### src/logic/usm_pkg.sv
/*
  usm_pkg: shared constants for the uart status-flag and line-mode block.
  assumes: 8-bit register port driven by the chip's serial host front end.
*/
`default_nettype none
package usm_pkg;

  // =====================================================================
  // register offsets
  localparam logic [7:0] ADDR_STS_EN = 8'h07;
  localparam logic [7:0] ADDR_STS_FLAGS = 8'h08;
  localparam logic [7:0] ADDR_MODE_A = 8'h09;

  // =====================================================================
  // reset values and writable bits
  localparam logic [7:0] STS_EN_RESET = 8'h00;
  localparam logic [7:0] STS_FLAGS_RESET = 8'h00;
  localparam logic [7:0] MODE_A_RESET = 8'h00;
  localparam logic [7:0] STS_EN_MASK = 8'hef;
  localparam logic [7:0] MODE_A_MASK = 8'h7f;

  // =====================================================================
  // field positions in status_irq_enable / status_irq_flags
  localparam int unsigned BIT_TX_DRAINED = 7;
  localparam int unsigned BIT_SLEEP = 6;
  localparam int unsigned BIT_CLOCK = 5;
  localparam int unsigned PIN_FLAGS = 4;
  localparam int unsigned PIN_GROUP_LSB_CH1 = 4;

  // =====================================================================
  // field positions in line_mode_ctrl_a
  localparam int unsigned BIT_AUTO_SLEEP = 6;
  localparam int unsigned BIT_FORCE_SLEEP = 5;
  localparam int unsigned BIT_AUTO_DIR = 4;
  localparam int unsigned BIT_RTS_FLOAT = 3;
  localparam int unsigned BIT_TX_FLOAT = 2;
  localparam int unsigned BIT_TX_INHIBIT = 1;
  localparam int unsigned BIT_RX_INHIBIT = 0;

  // =====================================================================
  // idle time before auto sleep, in clock cycles
  localparam logic [11:0] AUTO_SLEEP_CYCLES = 12'hfa0;

  // auto direction control states
  typedef enum logic [1:0] {
    DIR_RX = 2'b00,
    DIR_SETUP = 2'b01,
    DIR_SEND = 2'b10,
    DIR_HOLD = 2'b11
  } usm_dir_t;

endpackage
`default_nettype wire

### src/logic/usm_pin_watch.sv
/*
  usm_pin_watch: change-of-level detector for the four pins of one channel.
  assumes: pin levels are synchronous to ref_clk_i.
*/
`timescale 1ns/1ps
`default_nettype none
module usm_pin_watch (
  input wire logic ref_clk_i,
  input wire logic reset_n_i,
  input wire logic [3:0] pins_i,
  input wire logic [3:0] enable_i,
  output logic [3:0] change_o
);

  typedef struct packed {
    logic [3:0] last;
  } usm_watch_t;

  usm_watch_t st_ff;
  usm_watch_t nxt_st;

  // =====================================================================
  // level history, kept even while disabled so enabling never fires falsely
  always_comb begin
    nxt_st = st_ff;
    nxt_st.last = pins_i;
  end

  always_ff @(posedge ref_clk_i or negedge reset_n_i) begin
    if (!reset_n_i) begin
      st_ff <= '0;
    end else begin
      st_ff <= nxt_st;
    end
  end

  // a change only counts for an enabled pin
  assign change_o = (pins_i ^ st_ff.last) & enable_i;

endmodule
`default_nettype wire

### src/logic/usm_status_mode.sv
/*
  usm_status_mode: per-channel status flags, their routing enables and the
  first line-mode register (sleep, auto direction, pin floating, inhibits).
  assumes: register strobes come from the serial host front end, one cycle
  each; transmitter, receiver, clock unit and gpio pins live outside.
*/
`timescale 1ns/1ps
`default_nettype none
module usm_status_mode #(
  parameter bit CHAN = 1'b0
) (
  input wire logic ref_clk_i,
  input wire logic reset_n_i,
  input wire logic [7:0] reg_addr_i,
  input wire logic reg_wr_i,
  input wire logic reg_rd_i,
  input wire logic [7:0] reg_wdata_i,
  output logic [7:0] reg_rdata_o,
  input wire logic tx_fifo_empty_i,
  input wire logic tx_busy_i,
  input wire logic tx_serial_i,
  input wire logic bit_tick_i,
  input wire logic [7:0] half_duplex_delay_i,
  input wire logic rts_manual_i,
  input wire logic activity_i,
  input wire logic clock_enabled_i,
  input wire logic clock_settled_i,
  input wire logic xtal_mode_i,
  input wire logic [7:0] gpio_pins_i,
  output logic tx_start_allow_o,
  output logic tx_o,
  output logic tx_oe_n_o,
  output logic rts_o,
  output logic rts_oe_n_o,
  output logic rx_inhibit_o,
  output logic sleep_o,
  output logic tx_empty_event_o,
  output logic status_summary_o
);

  // =====================================================================
  // state
  typedef struct packed {
    logic [7:0] en;
    logic [7:0] flags;
    logic [7:0] mode;
    logic [7:0] rdata;
    logic [11:0] idle_cnt;
    logic auto_asleep;
    logic asleep;
    logic tx_done;
    logic fifo_empty;
    usm_pkg::usm_dir_t dir;
    logic [3:0] dly_cnt;
    logic rts;
    logic tx;
    logic empty_event;
  } usm_state_t;

  usm_state_t st_ff;
  usm_state_t nxt_st;

  logic [3:0] pin_change;
  logic tx_done_now;
  logic tx_done_rise;
  logic asleep_now;
  logic rd_flags;
  logic auto_dir;

  // =====================================================================
  // helpers
  function automatic logic hit(input logic [7:0] addr, input logic [7:0] want);
    hit = (addr == want);
  endfunction

  function automatic logic [3:0] step_down(input logic [3:0] cnt, input logic tick);
    step_down = (tick && cnt != 4'h0) ? cnt - 4'h1 : cnt;
  endfunction

  // =====================================================================
  // pin change detection for this channel's group
  usm_pin_watch u_pin_watch (
    .ref_clk_i(ref_clk_i),
    .reset_n_i(reset_n_i),
    .pins_i(gpio_pins_i[(CHAN ? usm_pkg::PIN_GROUP_LSB_CH1 : 0) +: usm_pkg::PIN_FLAGS]),
    .enable_i(st_ff.en[3:0]),
    .change_o(pin_change)
  );

  // shared terms
  assign auto_dir = st_ff.mode[usm_pkg::BIT_AUTO_DIR];
  assign tx_done_now = tx_fifo_empty_i && !tx_busy_i;
  assign tx_done_rise = tx_done_now && !st_ff.tx_done;
  assign asleep_now = st_ff.mode[usm_pkg::BIT_FORCE_SLEEP] || st_ff.auto_asleep;
  assign rd_flags = reg_rd_i && hit(reg_addr_i, usm_pkg::ADDR_STS_FLAGS);

  // =====================================================================
  // next-state logic
  always_comb begin
    logic [7:0] set_v;
    logic [7:0] clr_v;
    set_v = 8'h00;
    clr_v = 8'h00;
    nxt_st = st_ff;

    // register writes
    if (reg_wr_i && hit(reg_addr_i, usm_pkg::ADDR_STS_EN)) begin
      nxt_st.en = reg_wdata_i & usm_pkg::STS_EN_MASK;
    end
    if (reg_wr_i && hit(reg_addr_i, usm_pkg::ADDR_MODE_A)) begin
      nxt_st.mode = reg_wdata_i & usm_pkg::MODE_A_MASK;
    end

    // auto sleep: idle counter runs while nothing happens
    if (!st_ff.mode[usm_pkg::BIT_AUTO_SLEEP] || activity_i || !tx_fifo_empty_i) begin
      nxt_st.idle_cnt = 12'h000;
      nxt_st.auto_asleep = 1'b0;
    end else if (st_ff.idle_cnt == usm_pkg::AUTO_SLEEP_CYCLES) begin
      nxt_st.auto_asleep = 1'b1;
    end else begin
      nxt_st.idle_cnt = st_ff.idle_cnt + 12'h001;
    end
    nxt_st.asleep = asleep_now;

    // flag set terms
    set_v[usm_pkg::BIT_TX_DRAINED] = tx_done_rise;
    set_v[usm_pkg::BIT_SLEEP] = asleep_now && !st_ff.asleep && clock_enabled_i;
    set_v[usm_pkg::BIT_CLOCK] = clock_settled_i && xtal_mode_i && clock_enabled_i;
    set_v[3:0] = pin_change;

    // flag clear terms: status read hits drained and pin flags only
    if (rd_flags) begin
      clr_v[usm_pkg::BIT_TX_DRAINED] = 1'b1;
      clr_v[3:0] = 4'hf;
    end
    clr_v[usm_pkg::BIT_SLEEP] = !asleep_now || !clock_enabled_i;
    clr_v[usm_pkg::BIT_CLOCK] = !clock_enabled_i;

    // a set in the clearing cycle wins
    nxt_st.flags = (st_ff.flags & ~clr_v) | set_v;

    nxt_st.tx_done = tx_done_now;
    nxt_st.fifo_empty = tx_fifo_empty_i;
    nxt_st.empty_event = auto_dir && tx_fifo_empty_i && !st_ff.fifo_empty;

    // auto direction control
    if (!auto_dir) begin
      nxt_st.dir = usm_pkg::DIR_RX;
      nxt_st.dly_cnt = 4'h0;
    end else begin
      unique case (st_ff.dir)
        usm_pkg::DIR_RX: begin
          if (!tx_fifo_empty_i) begin
            nxt_st.dir = usm_pkg::DIR_SETUP;
            nxt_st.dly_cnt = half_duplex_delay_i[7:4];
          end
        end
        usm_pkg::DIR_SETUP: begin
          if (st_ff.dly_cnt == 4'h0) begin
            nxt_st.dir = usm_pkg::DIR_SEND;
          end else begin
            nxt_st.dly_cnt = step_down(st_ff.dly_cnt, bit_tick_i);
          end
        end
        usm_pkg::DIR_SEND: begin
          if (tx_done_now) begin
            nxt_st.dir = usm_pkg::DIR_HOLD;
            nxt_st.dly_cnt = half_duplex_delay_i[3:0];
          end
        end
        usm_pkg::DIR_HOLD: begin
          if (!tx_fifo_empty_i) begin
            nxt_st.dir = usm_pkg::DIR_SEND;
          end else if (st_ff.dly_cnt == 4'h0) begin
            nxt_st.dir = usm_pkg::DIR_RX;
          end else begin
            nxt_st.dly_cnt = step_down(st_ff.dly_cnt, bit_tick_i);
          end
        end
      endcase
    end

    // pin levels
    nxt_st.rts = auto_dir ? (st_ff.dir != usm_pkg::DIR_RX) : rts_manual_i;
    nxt_st.tx = tx_busy_i ? tx_serial_i : 1'b1;

    // read data
    nxt_st.rdata = st_ff.rdata;
    if (reg_rd_i) begin
      if (hit(reg_addr_i, usm_pkg::ADDR_STS_EN)) begin
        nxt_st.rdata = st_ff.en;
      end else if (hit(reg_addr_i, usm_pkg::ADDR_STS_FLAGS)) begin
        nxt_st.rdata = st_ff.flags;
      end else if (hit(reg_addr_i, usm_pkg::ADDR_MODE_A)) begin
        nxt_st.rdata = st_ff.mode;
        nxt_st.rdata[usm_pkg::BIT_FORCE_SLEEP] = asleep_now;
        nxt_st.rdata[usm_pkg::BIT_TX_INHIBIT] = st_ff.mode[usm_pkg::BIT_TX_INHIBIT]
          || (auto_dir && tx_done_now);
      end else begin
        nxt_st.rdata = 8'h00;
      end
    end
  end

  // =====================================================================
  // state register
  always_ff @(posedge ref_clk_i or negedge reset_n_i) begin
    if (!reset_n_i) begin
      st_ff <= '{
        en: usm_pkg::STS_EN_RESET,
        flags: usm_pkg::STS_FLAGS_RESET,
        mode: usm_pkg::MODE_A_RESET,
        rdata: 8'h00,
        idle_cnt: 12'h000,
        auto_asleep: 1'b0,
        asleep: 1'b0,
        tx_done: 1'b1,
        fifo_empty: 1'b1,
        dir: usm_pkg::DIR_RX,
        dly_cnt: 4'h0,
        rts: 1'b0,
        tx: 1'b1,
        empty_event: 1'b0
      };
    end else begin
      st_ff <= nxt_st;
    end
  end

  // =====================================================================
  // outputs
  assign reg_rdata_o = st_ff.rdata;
  assign status_summary_o = |(st_ff.flags & st_ff.en);
  assign tx_start_allow_o = !st_ff.mode[usm_pkg::BIT_TX_INHIBIT] && !st_ff.asleep
    && (!auto_dir || st_ff.dir == usm_pkg::DIR_SEND);
  assign tx_o = st_ff.tx;
  assign tx_oe_n_o = st_ff.mode[usm_pkg::BIT_TX_FLOAT];
  assign rts_o = st_ff.rts;
  assign rts_oe_n_o = st_ff.mode[usm_pkg::BIT_RTS_FLOAT];
  assign rx_inhibit_o = st_ff.mode[usm_pkg::BIT_RX_INHIBIT];
  assign sleep_o = st_ff.asleep;
  assign tx_empty_event_o = st_ff.empty_event;
endmodule
`default_nettype wire

### config.mk
export PLATFORM = sky130hd
export DESIGN_NAME = usm_status_mode
export DESIGN_NICKNAME = d
export VERILOG_FILES = /design/src/logic/usm_pkg.sv /design/src/logic/usm_pin_watch.sv /design/src/logic/usm_status_mode.sv
export SDC_FILE = /design/constraint.sdc
export NUM_CORES = 1
export LEC_CHECK = 0
export BUFFER_PORTS_ARGS = -buffer_cell sky130_fd_sc_hd__buf_2
export CAP_MARGIN = 20
export CORE_AREA = 3 3 74 76
export CTS_CLUSTER_DIAMETER = 60
export DETAILED_ROUTE_END_ITERATION = 12
export DIE_AREA = 0 0 77 79
export PLACE_DENSITY = 0.89
export REMOVE_ABC_BUFFERS = 1
export SYNTH_ARGS = -nofsm -noshare
export SYNTH_HDL_FRONTEND = slang
export SYNTH_SLANG_ARGS = --single-unit
### constraint.sdc
create_clock -name ref_clk_i -period 5.5 [get_ports ref_clk_i]
set_input_delay 0 -clock ref_clk_i [delete_from_list [all_inputs] [get_ports ref_clk_i]]
set_output_delay 0 -clock ref_clk_i [all_outputs]
set_load 0.02 [all_outputs]
==> results of run 1 <==
==> registers in the layout (all words and copies together), names as in the netlist <==
register and cells:
st_ff 38, reg_rdata_o 8, u_pin_watch.st_ff 4, auto_dir 1, rts_o 1, rts_oe_n_o 1
rx_inhibit_o 1, sleep_o 1, tx_empty_event_o 1, tx_o 1, tx_oe_n_o 1
==> final cells by class <==
cell class | count | area (sq um) | share of cell area
Clock buffer | 12 | 165 | 0.0464
Clock inverter | 4 | 72.6 | 0.0204
Inverter | 10 | 37.5 | 0.0105
Multi-Input combinational cell | 181 | 1240 | 0.349
Sequential cell | 58 | 1460 | 0.409
Tap cell | 67 | 83.8 | 0.0236
Timing Repair Buffer | 79 | 503 | 0.141
==> worst max-delay path, cell delays in order (launching register included) <==
cell	delay, ns
dfrtp_1	0.39
inv_1	0.07
ha_1	0.22
nor3b_2	0.19
or4_1	0.47
o31a_1	0.26
o211ai_2	0.15
==> stage by stage <==
stage	power, mW	util	hold slack, ns	cell area (sq um)
final	1.04	0.744	0.0352	3560
after global routing	1.08	0.744	0.0525	3560
after CTS	1.04	0.744	0.0294	3560
after detailed placement	0.573	0.650	0.137	3110
after global placement	0.569	0.650	0.133	3110
after floorplan	0.525	-	-0.296	2740
==> cells in the final DEF, fill, tap and decap left out, drive strengths merged, types with 6 or more instances in the layout <==
cell | netlist | routed
nand2 | 15 | 15
o21ai | 8 | 8
nand2b | 7 | 7
clkbuf | 5 | 12
nor2 | 29 | 29
dfrtp | 55 | 55
inv | 10 | 10
nand3 | 9 | 9
mux2 | 17 | 17
xor2 | 10 | 10
dlygate4sd3 | 0 | 21
nor2b | 6 | 6
buf | 12 | 58
a21oi | 20 | 20
==> cells in the mapped netlist (all sizes together), types with 4 or more instances <==
cell type	n	share of area
dfrtp	55	0.49
clkbuf	5	0.0066
xnor2	4	0.012
buf	12	0.028
and3b	4	0.012
nand2b	7	0.015
mux2	17	0.068
nor2b	6	0.013
a21oi	20	0.035
nand2	15	0.023
a22o	5	0.015
mux2i	5	0.018
xor2	10	0.031
nor2	29	0.041
inv	10	0.013
nand3	9	0.016
o21ai	8	0.014
==> what timing repair did <==
item | CTS | global route
hold endpoints to repair | 81 | 0
resized for setup | 0 | 0
hold buffers | 21 | 0
==> layer usage <==
layer  up-vias  wire, microns  global-route usage
met5         -              0                   0
met4         0            129              0.0854
met3        13            338              0.0590
met2        78           3280               0.401
met1      1076           2540               0.260
li1       1071              -                   -
==> worst paths after layout <==
path                                start                   end  cells past startpoint
min in group asynchronous       reset_n_i  u_pin_watch.st_ff[1]                      3
max in group asynchronous       reset_n_i             st_ff[12]                      3
worst max-delay path             st_ff[3]              st_ff[6]                      6
worst min register to register   st_ff[9]      tx_empty_event_o                      1
worst max register to register   st_ff[3]              st_ff[6]                      6
worst min-delay path             reg_rd_i        reg_rdata_o[0]                      2
==> cells by family after synthesis <==
group	count (synthesis)	share of synthesized area
multiplexers	22	0.0852
AO/OA/AOI/OAI	50	0.112
flip-flops	58	0.514
AND/OR/NAND/NOR	92	0.185
XOR/XNOR	14	0.0433
buffers and inverters	27	0.0477
adder cells (fa/ha/maj)	3	0.0133
==> power groups by stage <==
stage	clock, mW	combinational (mW)	sequential (mW)
2_1_floorplan	0	0.0449	0.481
3_3_place_gp	0	0.0908	0.478
3_5_place_dp	0	0.0934	0.480
4_1_cts	0.465	0.106	0.472
5_1_grt	0.486	0.117	0.476
6_report	0.460	0.107	0.474
==> impl_metrics.yaml, run 1 <==
worst_setup_path:
  crit_required_ns: 5.75
  worstSetupPathType: "reg2reg"
  ff2ff_setup_slack_ns: 3.66
  cp-end-kind: "flip-flop"
  critPathLaunchType: "flip-flop"
  worst_ep_arrival_time_ns: 2.09
  critPathMaxFanout: 5
die:
  rows: 25
  dieArea_sq_um: 6080
  ios: 62
  die_w_microns: 77
  core_sq_um: 4790
  die_y_microns: 79
  start_util: 0.592
clock_tree:
  clkLatencyLatePin_ns: 0.33
  clk_pin_slew_ns: 0.07
  cts_buffers: 9
  post-cts-setup-buffer-count: 0
  clk_path_buf_depth: 2
  cts_root_buffer: "clkbuf_8"
  htreeDepth: 3
  cts_tree: "done"
  clock-sinks: 58
pwr:
  p_comb_frac: 0.103
  p_leak_nw: 1.69
  ir_drop_mv: 0.155
  p_per_area_nw_per_um2: 292
  swShare: 0.233
  p_switching_mw: 0.243
  pwr-share-clk: 0.442
  p_int_mw: 0.797
  p_seq_frac: 0.456
global_routing:
  grt_max_degree: 59
  antenna_found_initial: 0
  grt.overflow.total: 0
  grt_pass1_wl_microns: 10700
  grt_use_total: 0.225
  grt_pass1_vias: 2342
sta:
  rsz0062_at_grt: "no"
  period_minus_slack_ns: 1.84
  maxSlewHeadroom: 0.524
  worstMarginPinSlew_ns: 0.713
  fmax_ghz: 0.544
  tns_ns: 0
  fin_crit_sh: 0.334
  finalHoldViolations: 0
  skew_ns: 0.00747
  worst_slack_ns: 3.66
  setup_viol: 0
  report.final.slew_viol_count: 0
drt:
  num_vias: 2238
  dr.pass1.iters: 5
  routed_wl_microns: 6290
  drt_iter0_markers: 120
  routed_via_density: 5.45
  ant_nets: 0
  avgRoutedWirePerCell_microns: 15.3
  drcViolationCount: 0
synthesis:
  syn_area_sq_um: 2830
  ys.flop_type: "dfrtp_1"
  synthCells: 266
  yosys.cell_types.count: 46
  synthArstFlopShare: 1.00
  ys_ff_latch: 58
  ys_warn_count: 0
  ys_seq_area_frac: 0.514
  syn_avg_cell_area_sq_um: 10.6
  synth_edf_count: 0
layout:
  fill_cells: 322
  syn_to_final_growth_pct: 25.7
  nets: 387
  num_antenna_cells: 0
  final-instance-count-excl-fill: 411
  drive_above_1_share: 0.297
worst_hold_path:
  hp-class: "in2reg"
placement:
  place_congestion: 0.833
  pre_cts_ws_ns: 3.67
  place_hpwl_microns: 3930
  dpl.cell_count: 374
  portBuffers: 57
outcome:
  status: "complete, no violations"
flow_run:
  drv_cap: 0
Note: power is estimated with default switching activity, not from simulation.
==> run 2: changes to the inputs <==
CORE_AREA = 3 3 77 79   (was 3 3 74 76)
DIE_AREA = 0 0 80 82   (was 0 0 77 79)
PLACE_DENSITY = 0.83   (was 0.89)
clock period = 1.9 ns   (was 5.5 ns; I/O delays follow)
==> impl_metrics.yaml, run 2 (synthesis gave the netlist of run 1 again) <==
drt:
  ant_nets: 0
  avgRoutedWirePerCell_microns: 15.2
  routed_wl_microns: 6370
  drcViolationCount: 0
  num_vias: 2250
  drt_iter0_markers: 219
  dr.pass1.iters: 4
  routed_via_density: 5.38
layout:
  fill_cells: 407
  layout_common_cells: "buf_2 (57), dfrtp_1 (55), nor2_1 (28)"
  nets: 389
  drive_above_1_share: 0.301
  final_area_sq_um: 3610
  largest_register_ffs: 38
  syn_to_final_growth_pct: 27.3
  final_common_cell: "buf_2"
  num_antenna_cells: 0
  regMostFlops: "st_ff"
pwr:
  p_per_area_nw_per_um2: 865
  ir_drop_mv: 0.586
  p_leak_nw: 1.72
  finalPower_mw: 3.12
global_routing:
  grt_pass1_vias: 2230
  grt_max_degree: 31
  grt_use_total: 0.206
  grt.overflow.total: 0
  antenna_found_initial: 0
  grt_pass1_wl_microns: 10100
sta:
  fin_crit_sh: 0.964
  report.final.slew_viol_count: 0
  fmax_ghz: 0.546
  worstMarginPinSlew_ns: 0.698
  maxSlewHeadroom: 0.534
  finalHoldViolations: 0
  tns_ns: 0
  period_minus_slack_ns: 1.83
  rsz0062_at_grt: "no"
  whs_ns: 0.0432
  skew_ns: 0.00928
  setup_viol: 0
worst_setup_path:
  ff2ff_path_depth: 6
  reg2reg_from: "st_ff[4]"
  cp-end-kind: "flip-flop"
  critPathLaunchType: "flip-flop"
  crit_required_ns: 2.15
  worstSetupPathType: "reg2reg"
  startpoint: "st_ff[4]"
  critPathMaxFanout: 5
  worst_ep_arrival_time_ns: 2.09
die:
  rows: 27
  core_sq_um: 5410
  die_w_microns: 80
  ios: 62
  dieArea_sq_um: 6560
  start_util: 0.524
  die_y_microns: 82
clock_tree:
  cts_tree: "done"
  clock-sinks: 58
  htreeDepth: 3
  clk_pin_slew_ns: 0.07
  cts_root_buffer: "clkbuf_8"
  cts_resized: 0
  clk_path_buf_depth: 2
  clkLatencyLatePin_ns: 0.34
  cts_buffers: 9
worst_hold_path:
  hp-class: "in2reg"
  holdCritStartpoint: "reg_rd_i"
  hold_path_depth: 3
placement:
  place_congestion: 0.843
  post_dp_cell_area_sq_um: 3140
  place_hpwl_microns: 4230
  portBuffers: 57
outcome:
  status: "complete, no violations"
flow_run:
  drv_cap: 0
## run 2: cell types whose count changed in the layout (fill, tap and decap cells not counted), sizes merged
cell	change
buf	+2
bufinv	+1
clkbuf	-1
clkinv	+1
clkinvlp	-1
## run 2: worst paths after layout
kind / to / slack [ns]
setup / recovery: st_ff[6] / 0.07
hold / removal: reg_rdata_o[5] / 0.04
hold reg to reg: tx_empty_event_o / 0.48
min in group asynchronous: u_pin_watch.st_ff[2] / 0.24
setup reg to reg: st_ff[6] / 0.07
max in group asynchronous: tx_o / 0.97
## run 2: cell type report
cell class	instances	area (sq um)	area share
Clock inverter	5	100	0.0277
Tap cell	72	90.1	0.0250
Clock buffer	11	151	0.0420
Inverter	10	37.5	0.0104
Timing Repair Buffer	81	531	0.147
Multi-Input combinational cell	181	1240	0.344
Sequential cell	58	1460	0.403
## run 2: what timing repair did
| item | in CTS | in global routing |
|---|---|---|
| hold buffers | 21 | 0 |
| setup endpoints to repair | 0 | 1 |
| buffers inserted | 0 | 1 |
| hold endpoints to repair | 54 | 0 |
## run 2: critical path, cell delays in order (launching register included)
cell	delay [ns]
dfrtp_1	0.41
inv_1	0.07
ha_1	0.21
nor3b_2	0.19
or4_1	0.47
o31a_1	0.26
o211ai_2	0.16
## run 2: metal layers
layer / up-vias / GRT usage / routed length (microns)
met2: 69 / 0.338 / 3190
met1: 1087 / 0.257 / 2690
met4: 0 / 0.0895 / 161
met3: 18 / 0.0537 / 328
met5: - / 0 / 0
li1: 1076 / - / -
## run 2: report_power, final
part | switching (mW) | leakage (nW) | internal [mW]
Sequential | 0.0627 | 0.764 | 1.31
Combinational | 0.158 | 0.822 | 0.160
Clock | 0.494 | 0.129 | 0.938
Total | 0.715 | 1.72 | 2.41
## run 2: stage by stage
| stage | setup slack, ns | std cells | utilization |
|---|---|---|---|
| after floorplan | 0.179 | 249 | - |
| after global placement | 0.137 | 380 | 0.581 |
| after detailed placement | 0.0573 | 380 | 0.581 |
| after CTS | 0.0406 | 417 | 0.666 |
| after global routing | 0.00178 | 418 | 0.667 |
| final | 0.0688 | 418 | 0.667 |
